### config.mk
export PLATFORM = sky130hd
export DESIGN_NAME = sowr_system_options
export DESIGN_NICKNAME = d
export VERILOG_FILES = /design/src/include/sowr_pkg.sv /design/src/logic/sowr_axil_slave.sv /design/src/logic/sowr_once_field.sv /design/src/logic/sowr_system_options.sv
export SDC_FILE = /design/constraint.sdc
export NUM_CORES = 1
export LEC_CHECK = 0
export BUFFER_PORTS_ARGS = -buffer_cell sky130_fd_sc_hd__clkbuf_2
export CORE_ASPECT_RATIO = 1.1
export CORE_MARGIN = 8
export CORE_UTILIZATION = 38
export DETAILED_ROUTE_END_ITERATION = 8
export PLACE_DENSITY = 0.73
export SLEW_MARGIN = 0
export SYNTH_ARGS = -nofsm -noshare
export SYNTH_HDL_FRONTEND = slang
export SYNTH_SLANG_ARGS = --single-unit
### constraint.sdc
create_clock -name aclk -period 1.5 [get_ports aclk]
set_input_delay 0.225 -clock aclk [delete_from_list [all_inputs] [get_ports aclk]]
set_output_delay 0.225 -clock aclk [all_outputs]
set_load 0.05 [all_outputs]
### src/include/sowr_pkg.sv
// shared constants and carriers for the system option registers
`default_nettype none
package sowr_pkg;

  localparam int unsigned AXI_AW = 4;

  // register byte addresses
  localparam logic [AXI_AW-1:0] SOWR_PRIMARY_OFFS   = 4'h0;
  localparam logic [AXI_AW-1:0] SOWR_SECONDARY_OFFS = 4'h4;

  // primary register field positions
  localparam int unsigned PRI_WDOG_EN_BIT   = 7;
  localparam int unsigned PRI_WDOG_LONG_BIT = 6;
  localparam int unsigned PRI_STOP_BIT      = 5;
  localparam int unsigned PRI_SPARE_BIT     = 4;
  localparam int unsigned PRI_DBG_PIN_BIT   = 1;
  localparam int unsigned PRI_RST_PIN_BIT   = 0;

  // secondary register field positions
  localparam int unsigned SEC_WDOG_CLK_BIT  = 7;
  localparam int unsigned SEC_I2C_LOC_BIT   = 1;
  localparam int unsigned SEC_CMP_ROUTE_BIT = 0;

  // writable masks and reset values
  localparam logic [7:0] PRI_WR_MASK   = 8'hF3;
  localparam logic [7:0] SEC_WR_MASK   = 8'h83;
  localparam logic [7:0] PRI_RST_VALUE = 8'hD2;
  localparam logic [7:0] SEC_RST_VALUE = 8'h00;

  localparam logic [1:0] AXI_RESP_OKAY   = 2'b00;
  localparam logic [1:0] AXI_RESP_SLVERR = 2'b10;

  // decoded option outputs
  typedef struct packed {
    logic watchdog_enable;
    logic watchdog_long_timeout;
    logic stop_mode_allow;
    logic debug_pin_enable;
    logic reset_pin_enable;
    logic reset_pin_pullup_en;
    logic watchdog_clock_select;
    logic i2c_pin_location_select;
    logic comparator_to_capture_route;
  } sowr_opts_s;

  // one register write request
  typedef struct packed {
    logic       wr;
    logic [7:0] data;
    logic [3:0] strb;
  } sowr_wreq_s;

endpackage
`default_nettype wire

### src/logic/sowr_axil_slave.sv
// axi4-lite slave front end: one write and one read at a time
`timescale 1ns/1ps
`default_nettype none
module sowr_axil_slave
  import sowr_pkg::*;
(
  input  wire logic              aclk,
  input  wire logic              aresetn,
  input  wire logic [AXI_AW-1:0] s_axi_awaddr,
  input  wire logic              s_axi_awvalid,
  output logic                   s_axi_awready,
  input  wire logic [31:0]       s_axi_wdata,
  input  wire logic [3:0]        s_axi_wstrb,
  input  wire logic              s_axi_wvalid,
  output logic                   s_axi_wready,
  output logic [1:0]             s_axi_bresp,
  output logic                   s_axi_bvalid,
  input  wire logic              s_axi_bready,
  input  wire logic [AXI_AW-1:0] s_axi_araddr,
  input  wire logic              s_axi_arvalid,
  output logic                   s_axi_arready,
  output logic [31:0]            s_axi_rdata,
  output logic [1:0]             s_axi_rresp,
  output logic                   s_axi_rvalid,
  input  wire logic              s_axi_rready,
  output sowr_wreq_s             pri_wreq,
  output sowr_wreq_s             sec_wreq,
  input  wire logic [7:0]        pri_rdata,
  input  wire logic [7:0]        sec_rdata
);

  logic [AXI_AW-1:0] awaddr_q;
  logic              aw_have_q;
  logic [31:0]       wdata_q;
  logic [3:0]        wstrb_q;
  logic              w_have_q;
  logic              do_write;
  logic              hit_pri;
  logic              hit_sec;

  function automatic logic addr_is(input logic [AXI_AW-1:0] a, input logic [AXI_AW-1:0] offs);
    addr_is = (a == offs);
  endfunction

  assign s_axi_awready = !aw_have_q && !s_axi_bvalid;
  assign s_axi_wready  = !w_have_q && !s_axi_bvalid;
  assign do_write      = aw_have_q && w_have_q && !s_axi_bvalid;
  assign hit_pri       = addr_is(awaddr_q, SOWR_PRIMARY_OFFS);
  assign hit_sec       = addr_is(awaddr_q, SOWR_SECONDARY_OFFS);

  assign pri_wreq = '{wr: do_write && hit_pri && wstrb_q[0], data: wdata_q[7:0], strb: wstrb_q};
  assign sec_wreq = '{wr: do_write && hit_sec && wstrb_q[0], data: wdata_q[7:0], strb: wstrb_q};

  always_ff @(posedge aclk) begin
    if (!aresetn) begin
      aw_have_q <= 1'b0;
      awaddr_q  <= '0;
    end else if (s_axi_awvalid && s_axi_awready) begin
      aw_have_q <= 1'b1;
      awaddr_q  <= s_axi_awaddr;
    end else if (do_write) begin
      aw_have_q <= 1'b0;
    end
  end

  always_ff @(posedge aclk) begin
    if (!aresetn) begin
      w_have_q <= 1'b0;
      wdata_q  <= '0;
      wstrb_q  <= '0;
    end else if (s_axi_wvalid && s_axi_wready) begin
      w_have_q <= 1'b1;
      wdata_q  <= s_axi_wdata;
      wstrb_q  <= s_axi_wstrb;
    end else if (do_write) begin
      w_have_q <= 1'b0;
    end
  end

  always_ff @(posedge aclk) begin
    if (!aresetn) begin
      s_axi_bvalid <= 1'b0;
      s_axi_bresp  <= AXI_RESP_OKAY;
    end else if (do_write) begin
      s_axi_bvalid <= 1'b1;
      s_axi_bresp  <= (hit_pri || hit_sec) ? AXI_RESP_OKAY : AXI_RESP_SLVERR;
    end else if (s_axi_bready) begin
      s_axi_bvalid <= 1'b0;
    end
  end

  assign s_axi_arready = !s_axi_rvalid;

  // upper 24 bits read as zero
  always_ff @(posedge aclk) begin
    if (!aresetn) begin
      s_axi_rvalid <= 1'b0;
      s_axi_rdata  <= '0;
      s_axi_rresp  <= AXI_RESP_OKAY;
    end else if (s_axi_arvalid && s_axi_arready) begin
      s_axi_rvalid <= 1'b1;
      if (addr_is(s_axi_araddr, SOWR_PRIMARY_OFFS)) begin
        s_axi_rdata <= {24'h00_0000, pri_rdata};
        s_axi_rresp <= AXI_RESP_OKAY;
      end else if (addr_is(s_axi_araddr, SOWR_SECONDARY_OFFS)) begin
        s_axi_rdata <= {24'h00_0000, sec_rdata};
        s_axi_rresp <= AXI_RESP_OKAY;
      end else begin
        s_axi_rdata <= '0;
        s_axi_rresp <= AXI_RESP_SLVERR;
      end
    end else if (s_axi_rready) begin
      s_axi_rvalid <= 1'b0;
    end
  end

endmodule
`default_nettype wire

### src/logic/sowr_once_field.sv
// write-once field group: first write after reset is kept, later ones dropped
`timescale 1ns/1ps
`default_nettype none
module sowr_once_field
  import sowr_pkg::*;
#(
  parameter int unsigned W = 1
) (
  input  wire logic         aclk,
  input  wire logic         aresetn,
  input  wire logic         por_reset,
  input  wire logic [W-1:0] rst_value,
  input  wire logic [W-1:0] keep_mask,
  input  wire logic         wr_en,
  input  wire logic [W-1:0] wr_data,
  output logic      [W-1:0] value_q,
  output logic              locked_q
);

  logic [W-1:0] value_d;

  // bits in keep_mask hold across a non-power reset
  always_comb begin
    value_d = value_q;
    if (!aresetn) begin
      value_d = por_reset ? rst_value : ((value_q & keep_mask) | (rst_value & ~keep_mask));
    end else if (wr_en && !locked_q) begin
      value_d = wr_data;
    end
  end

  always_ff @(posedge aclk) begin
    value_q <= value_d;
  end

  always_ff @(posedge aclk) begin
    if (!aresetn) begin
      locked_q <= 1'b0;
    end else if (wr_en) begin
      locked_q <= 1'b1;
    end
  end

endmodule
`default_nettype wire

### src/logic/sowr_system_options.sv
// system option registers: write-once primary, mixed secondary
//
// Function
// - primary register: first write kept, later dropped
// - primary register always reads current contents
// - bit 4 stores value, drives nothing
// - bit 7 enables watchdog reset on timeout
// - bit 6 picks long or short timeout
// - bit 5 allows stop, else illegal-opcode reset
// - bit 1 gives shared pin debug function
// - every reset returns pin to debug function
// - bit 0 makes shared pin the reset input
// - bit 0 clears only on power/low-voltage reset
// - pull-up enabled while reset pin selected
// - secondary bit 7 picks watchdog clock source
// - secondary bit 1 picks i2c pin pair
// - secondary bit 0 routes comparator to capture
`timescale 1ns/1ps
`default_nettype none
module sowr_system_options
  import sowr_pkg::*;
(
  input  wire logic              aclk,
  input  wire logic              aresetn,
  input  wire logic              por_reset,
  input  wire logic [AXI_AW-1:0] s_axi_awaddr,
  input  wire logic              s_axi_awvalid,
  output logic                   s_axi_awready,
  input  wire logic [31:0]       s_axi_wdata,
  input  wire logic [3:0]        s_axi_wstrb,
  input  wire logic              s_axi_wvalid,
  output logic                   s_axi_wready,
  output logic [1:0]             s_axi_bresp,
  output logic                   s_axi_bvalid,
  input  wire logic              s_axi_bready,
  input  wire logic [AXI_AW-1:0] s_axi_araddr,
  input  wire logic              s_axi_arvalid,
  output logic                   s_axi_arready,
  output logic [31:0]            s_axi_rdata,
  output logic [1:0]             s_axi_rresp,
  output logic                   s_axi_rvalid,
  input  wire logic              s_axi_rready,
  input  wire logic              stop_request,
  input  wire logic              analog_comparator_output,
  output logic                   stop_mode_enter,
  output logic                   illegal_opcode_reset,
  output logic                   capture_ch0_from_comparator,
  output logic                   capture_ch0_compare_sel,
  output sowr_opts_s             opts
);

  sowr_wreq_s pri_wreq;
  sowr_wreq_s sec_wreq;
  logic [7:0] pri_q;
  logic       wclk_q;
  logic [1:0] sec_free_q;
  logic [7:0] pri_rdata;
  logic [7:0] sec_rdata;

  sowr_axil_slave u_bus (
    .aclk          (aclk),
    .aresetn       (aresetn),
    .s_axi_awaddr  (s_axi_awaddr),
    .s_axi_awvalid (s_axi_awvalid),
    .s_axi_awready (s_axi_awready),
    .s_axi_wdata   (s_axi_wdata),
    .s_axi_wstrb   (s_axi_wstrb),
    .s_axi_wvalid  (s_axi_wvalid),
    .s_axi_wready  (s_axi_wready),
    .s_axi_bresp   (s_axi_bresp),
    .s_axi_bvalid  (s_axi_bvalid),
    .s_axi_bready  (s_axi_bready),
    .s_axi_araddr  (s_axi_araddr),
    .s_axi_arvalid (s_axi_arvalid),
    .s_axi_arready (s_axi_arready),
    .s_axi_rdata   (s_axi_rdata),
    .s_axi_rresp   (s_axi_rresp),
    .s_axi_rvalid  (s_axi_rvalid),
    .s_axi_rready  (s_axi_rready),
    .pri_wreq      (pri_wreq),
    .sec_wreq      (sec_wreq),
    .pri_rdata     (pri_rdata),
    .sec_rdata     (sec_rdata)
  );

  // whole primary register is one write-once group; reset pin bit survives warm resets
  sowr_once_field #(
    .W (8)
  ) u_primary (
    .aclk      (aclk),
    .aresetn   (aresetn),
    .por_reset (por_reset),
    .rst_value (PRI_RST_VALUE),
    .keep_mask (8'h01 << PRI_RST_PIN_BIT),
    .wr_en     (pri_wreq.wr),
    .wr_data   (pri_wreq.data & PRI_WR_MASK),
    .value_q   (pri_q),
    .locked_q  ()
  );

  sowr_once_field #(
    .W (1)
  ) u_wdog_clk (
    .aclk      (aclk),
    .aresetn   (aresetn),
    .por_reset (1'b1),
    .rst_value (SEC_RST_VALUE[SEC_WDOG_CLK_BIT]),
    .keep_mask (1'b0),
    .wr_en     (sec_wreq.wr),
    .wr_data   (sec_wreq.data[SEC_WDOG_CLK_BIT]),
    .value_q   (wclk_q),
    .locked_q  ()
  );

  // i2c location and comparator route rewrite freely
  always_ff @(posedge aclk) begin
    if (!aresetn) begin
      sec_free_q <= SEC_RST_VALUE[1:0];
    end else if (sec_wreq.wr) begin
      sec_free_q <= sec_wreq.data[1:0];
    end
  end

  assign pri_rdata = pri_q & PRI_WR_MASK;
  assign sec_rdata = {wclk_q, 5'h00, sec_free_q} & SEC_WR_MASK;

  always_comb begin
    opts.watchdog_enable             = pri_q[PRI_WDOG_EN_BIT];
    opts.watchdog_long_timeout       = pri_q[PRI_WDOG_LONG_BIT];
    opts.stop_mode_allow             = pri_q[PRI_STOP_BIT];
    opts.debug_pin_enable            = pri_q[PRI_DBG_PIN_BIT];
    opts.reset_pin_enable            = pri_q[PRI_RST_PIN_BIT];
    opts.reset_pin_pullup_en         = pri_q[PRI_RST_PIN_BIT];
    opts.watchdog_clock_select       = wclk_q;
    opts.i2c_pin_location_select     = sec_free_q[SEC_I2C_LOC_BIT];
    opts.comparator_to_capture_route = sec_free_q[SEC_CMP_ROUTE_BIT];
  end

  // stop request becomes stop entry or illegal-opcode reset
  assign stop_mode_enter      = stop_request && pri_q[PRI_STOP_BIT];
  assign illegal_opcode_reset = stop_request && !pri_q[PRI_STOP_BIT];

  assign capture_ch0_compare_sel     = sec_free_q[SEC_CMP_ROUTE_BIT];
  assign capture_ch0_from_comparator = sec_free_q[SEC_CMP_ROUTE_BIT] && analog_comparator_output;

endmodule
`default_nettype wire
==> results.cfg <==
[run_status]
outcome = complete, but fails checks
violations = setup timing

[power]
switching_share_pct = 33.1
power_leakage_uw = 0.000900
comb_power_share_pct = 23.3
total_power_uw = 2140
internal_power_uw = 1430
power_frac_clock_pct = 29.8
switchingPower_uw = 710
p_per_area_mw_per_mm2 = 1080
irDropWorstVdd_mv = 0.943
seq_power_share_pct = 47.0

[worst_setup_path]
path_buf_inv = 0
r2r_slack_ps = -50
start_kind = register
cp_slowest_cell = or4b_4
worstReg2RegStart = u_bus.awaddr_q[3]$_SDFFE_PN0P_
crit_type = register to register
endpoint_kind = register
cp_top_family = simple AND/OR/NAND/NOR gates
cpPeakStageDelay_ps = 570
r2r_end = u_primary.value_q[6]$_SDFFCE_PN1P_
cp.arrival_ps = 1540
critPathRequiredTime_ps = 1490
cp_max_fo = 5
ff2ff_path_depth = 3
crit_chain = or4b_4, nor4_4, nand2b_4

[synthesis]
synth_ff_type = dfxtp_1
synth_cell_types = 31
synth-async-reset-ratio_pct = 0
yosys_warnings = 0
syn_avg_cell_area_um2 = 9.43
synthTopCellsByArea = dfxtp_1 34%, buf_4 16%, edfxtp_1 11%
synth_top_area_share_pct = 33.8
syn_area_mm2 = 0.00166
syn_inst = 176
synth-seq-area-share_pct = 44.6
synth_edf_count = 6
yosys_register_bits = 34
yosysTopAreaCell = dfxtp_1

[sta]
rsz0062_at_grt = true
max_freq_mhz = 647
finClkSkew_ps = 9.15
final_hold_viol_count = 0
finalWorstSetupSlack_ps = -45.3
slew_violations = 0
period_needed_ps = 1550
setup_viol = 6
post-route-period-util_pct = 103
holdWs_ps = 177

[die]
coreArea_mm2 = 0.00425
start_util_pct = 39.0
die_h_um = 85.3
die_w_um = 79.0
die_area_mm2 = 0.00674
rows = 25
pin_count = 108

[place]
placed_cell_area_mm2 = 0.00190
place_congestion = 0.744
io_buffers = 50
hpwl_um = 2820
pre_cts_ws_ps = -40.0

[global_routing]
grt_max_degree = 20
antenna_found_initial = 0
use_met1_pct = 11.0
top_usage_layer = met2
grt_use_total_pct = 10.2
grt_pass1_wl_um = 5570
grt_overflow = 0
use_met3_pct = 4.65
use_met2_pct = 16.9
grt_pass1_vias = 1210

[final_layout]
layout-drive-gt1-share_pct = 35.1
nets = 284
fin_util_pct = 46.8
final_common_cell = clkbuf_2
syn_to_final_growth_pct = 19.8
final_cell_area_mm2 = 0.00199
diodes = 0
layout_common_cells = 50 x clkbuf_2, 28 x conb_1, 26 x dfxtp_1

[routing]
vias_per_cell = 4.27
drt-total-wl_um = 3400
vias = 1216
drcViolationCount = 0
ant_nets = 0
drt_iter0_drc = 34
drtPass1Iterations = 4
routedWlPerCell_um = 11.9

[clock_network]
cts_sinks = 34
clk_path_buf_depth = 2
post_cts_buffers = 0
worstSkewPairLatency_ps = 280
htree_num_levels = 2
clk_pin_slew_worst_paths_ps = 70
clock_tree.root_cell = clkbuf_8
cts_buffers = 5
cts_tree = built
cts_hold_buffers = 0

[worst_hold_path]
holdPathEnd = u_bus.awaddr_q[3]$_SDFFE_PN0P_
hp-start = s_axi_awaddr[3]
whs_path_depth = 3
hp-class = input pin to register

[flow_run]
max_cap_viol_count = 0
==> worst min-delay path: cells and delay by family <==
family                 cells  cell delay (ps)
and+or+nand+nor            1               70
muxes                      1               60
buffers and inverters      1               70
==> registers in the layout, summed over array words and instances (netlist names) <==
register and count:
u_wdog_clk.locked_q 1, u_bus.wstrb_q 1, u_bus.s_axi_rvalid 1, u_wdog_clk.value_q 1, u_bus.s_axi_bresp 1, u_bus.w_have_q 1
u_primary.value_q 6, u_bus.awaddr_q 4, u_primary.locked_q 1, u_bus.s_axi_bvalid 1, u_bus.aw_have_q 1, u_bus.wdata_q 6
u_bus.s_axi_rresp 1, u_bus.s_axi_rdata 6, sec_free_q 2
==> worst max path at each step <==
stage | startpoint | end | slack, ps | depth (start not counted)
after floorplan | u_bus.s_axi_bvalid$_SDFFE_PN0P_ | u_primary.value_q[1]$_SDFFCE_PN1P_ | -60 | 4
after global placement | u_bus.awaddr_q[3]$_SDFFE_PN0P_ | u_primary.value_q[5]$_SDFFCE_PN0P_ | -40 | 3
after detailed placement | u_bus.awaddr_q[3]$_SDFFE_PN0P_ | u_primary.value_q[6]$_SDFFCE_PN1P_ | -40 | 3
after CTS | u_bus.awaddr_q[3]$_SDFFE_PN0P_ | u_primary.value_q[6]$_SDFFCE_PN1P_ | -50 | 3
after global routing | u_bus.awaddr_q[3]$_SDFFE_PN0P_ | u_primary.value_q[5]$_SDFFCE_PN0P_ | -80 | 3
final | u_bus.awaddr_q[3]$_SDFFE_PN0P_ | u_primary.value_q[6]$_SDFFCE_PN1P_ | -50 | 3
==> synth_stat cells (3+ instances only) <==
cell type   n
a21oi_1    12
buf_4      36
mux2i_1    12
nand2_1     8
clkbuf_1    3
nand2b_1   10
and2_1      4
dfxtp_1    28
edfxtp_1    6
mux2_2      4
nand3_1     6
nor2_1     19
==> final cells by class <==
type	count	area [um^2]
Fill cell	451	2260
Timing Repair Buffer	62	340
Sequential cell	34	746
Inverter	3	11.3
Clock inverter	1	6.26
Tap cell	54	67.6
Multi-Input combinational cell	124	742
Clock buffer	7	76.3
==> per-layer routing <==
layer | vias to the layer above | wire (um)
met3 | 5 | 367
met1 | 524 | 1350
met5 | - | 0
li1 | 638 | -
met2 | 49 | 1640
met4 | 0 | 46
==> stage by stage <==
stage / std cells / TNS, ps
3_3_place_gp: 277 / -230
5_1_grt: 285 / -529
3_5_place_dp: 277 / -223
2_1_floorplan: 203 / -370
4_1_cts: 285 / -256
6_report: 285 / -233
==> power by group through the flow <==
stage / Clock (uW) / Sequential, uW / Combinational, uW
floorplan: 0 / 1050 / 429
global placement: 0 / 1030 / 493
detailed placement: 0 / 1030 / 499
CTS: 664 / 1010 / 499
global route: 709 / 1010 / 535
finish: 638 / 1010 / 499
==> repair_timing <==
item                                    4_1_cts  5_1_grt
endpoints found under the setup margin        6        9
pin swaps                                     0        0
resized for setup                             0        3
==> kinds of logic after synthesis <==
kind of cell / share of synthesized area [%]
AO/OA/AOI/OAI: 5.73
AND/OR/NAND/NOR: 21.1
flip-flops: 44.6
multiplexers: 9.95
other: 0.226
buffers and inverters: 18.4
No activity file was read; power rests on OpenSTA's default activity.
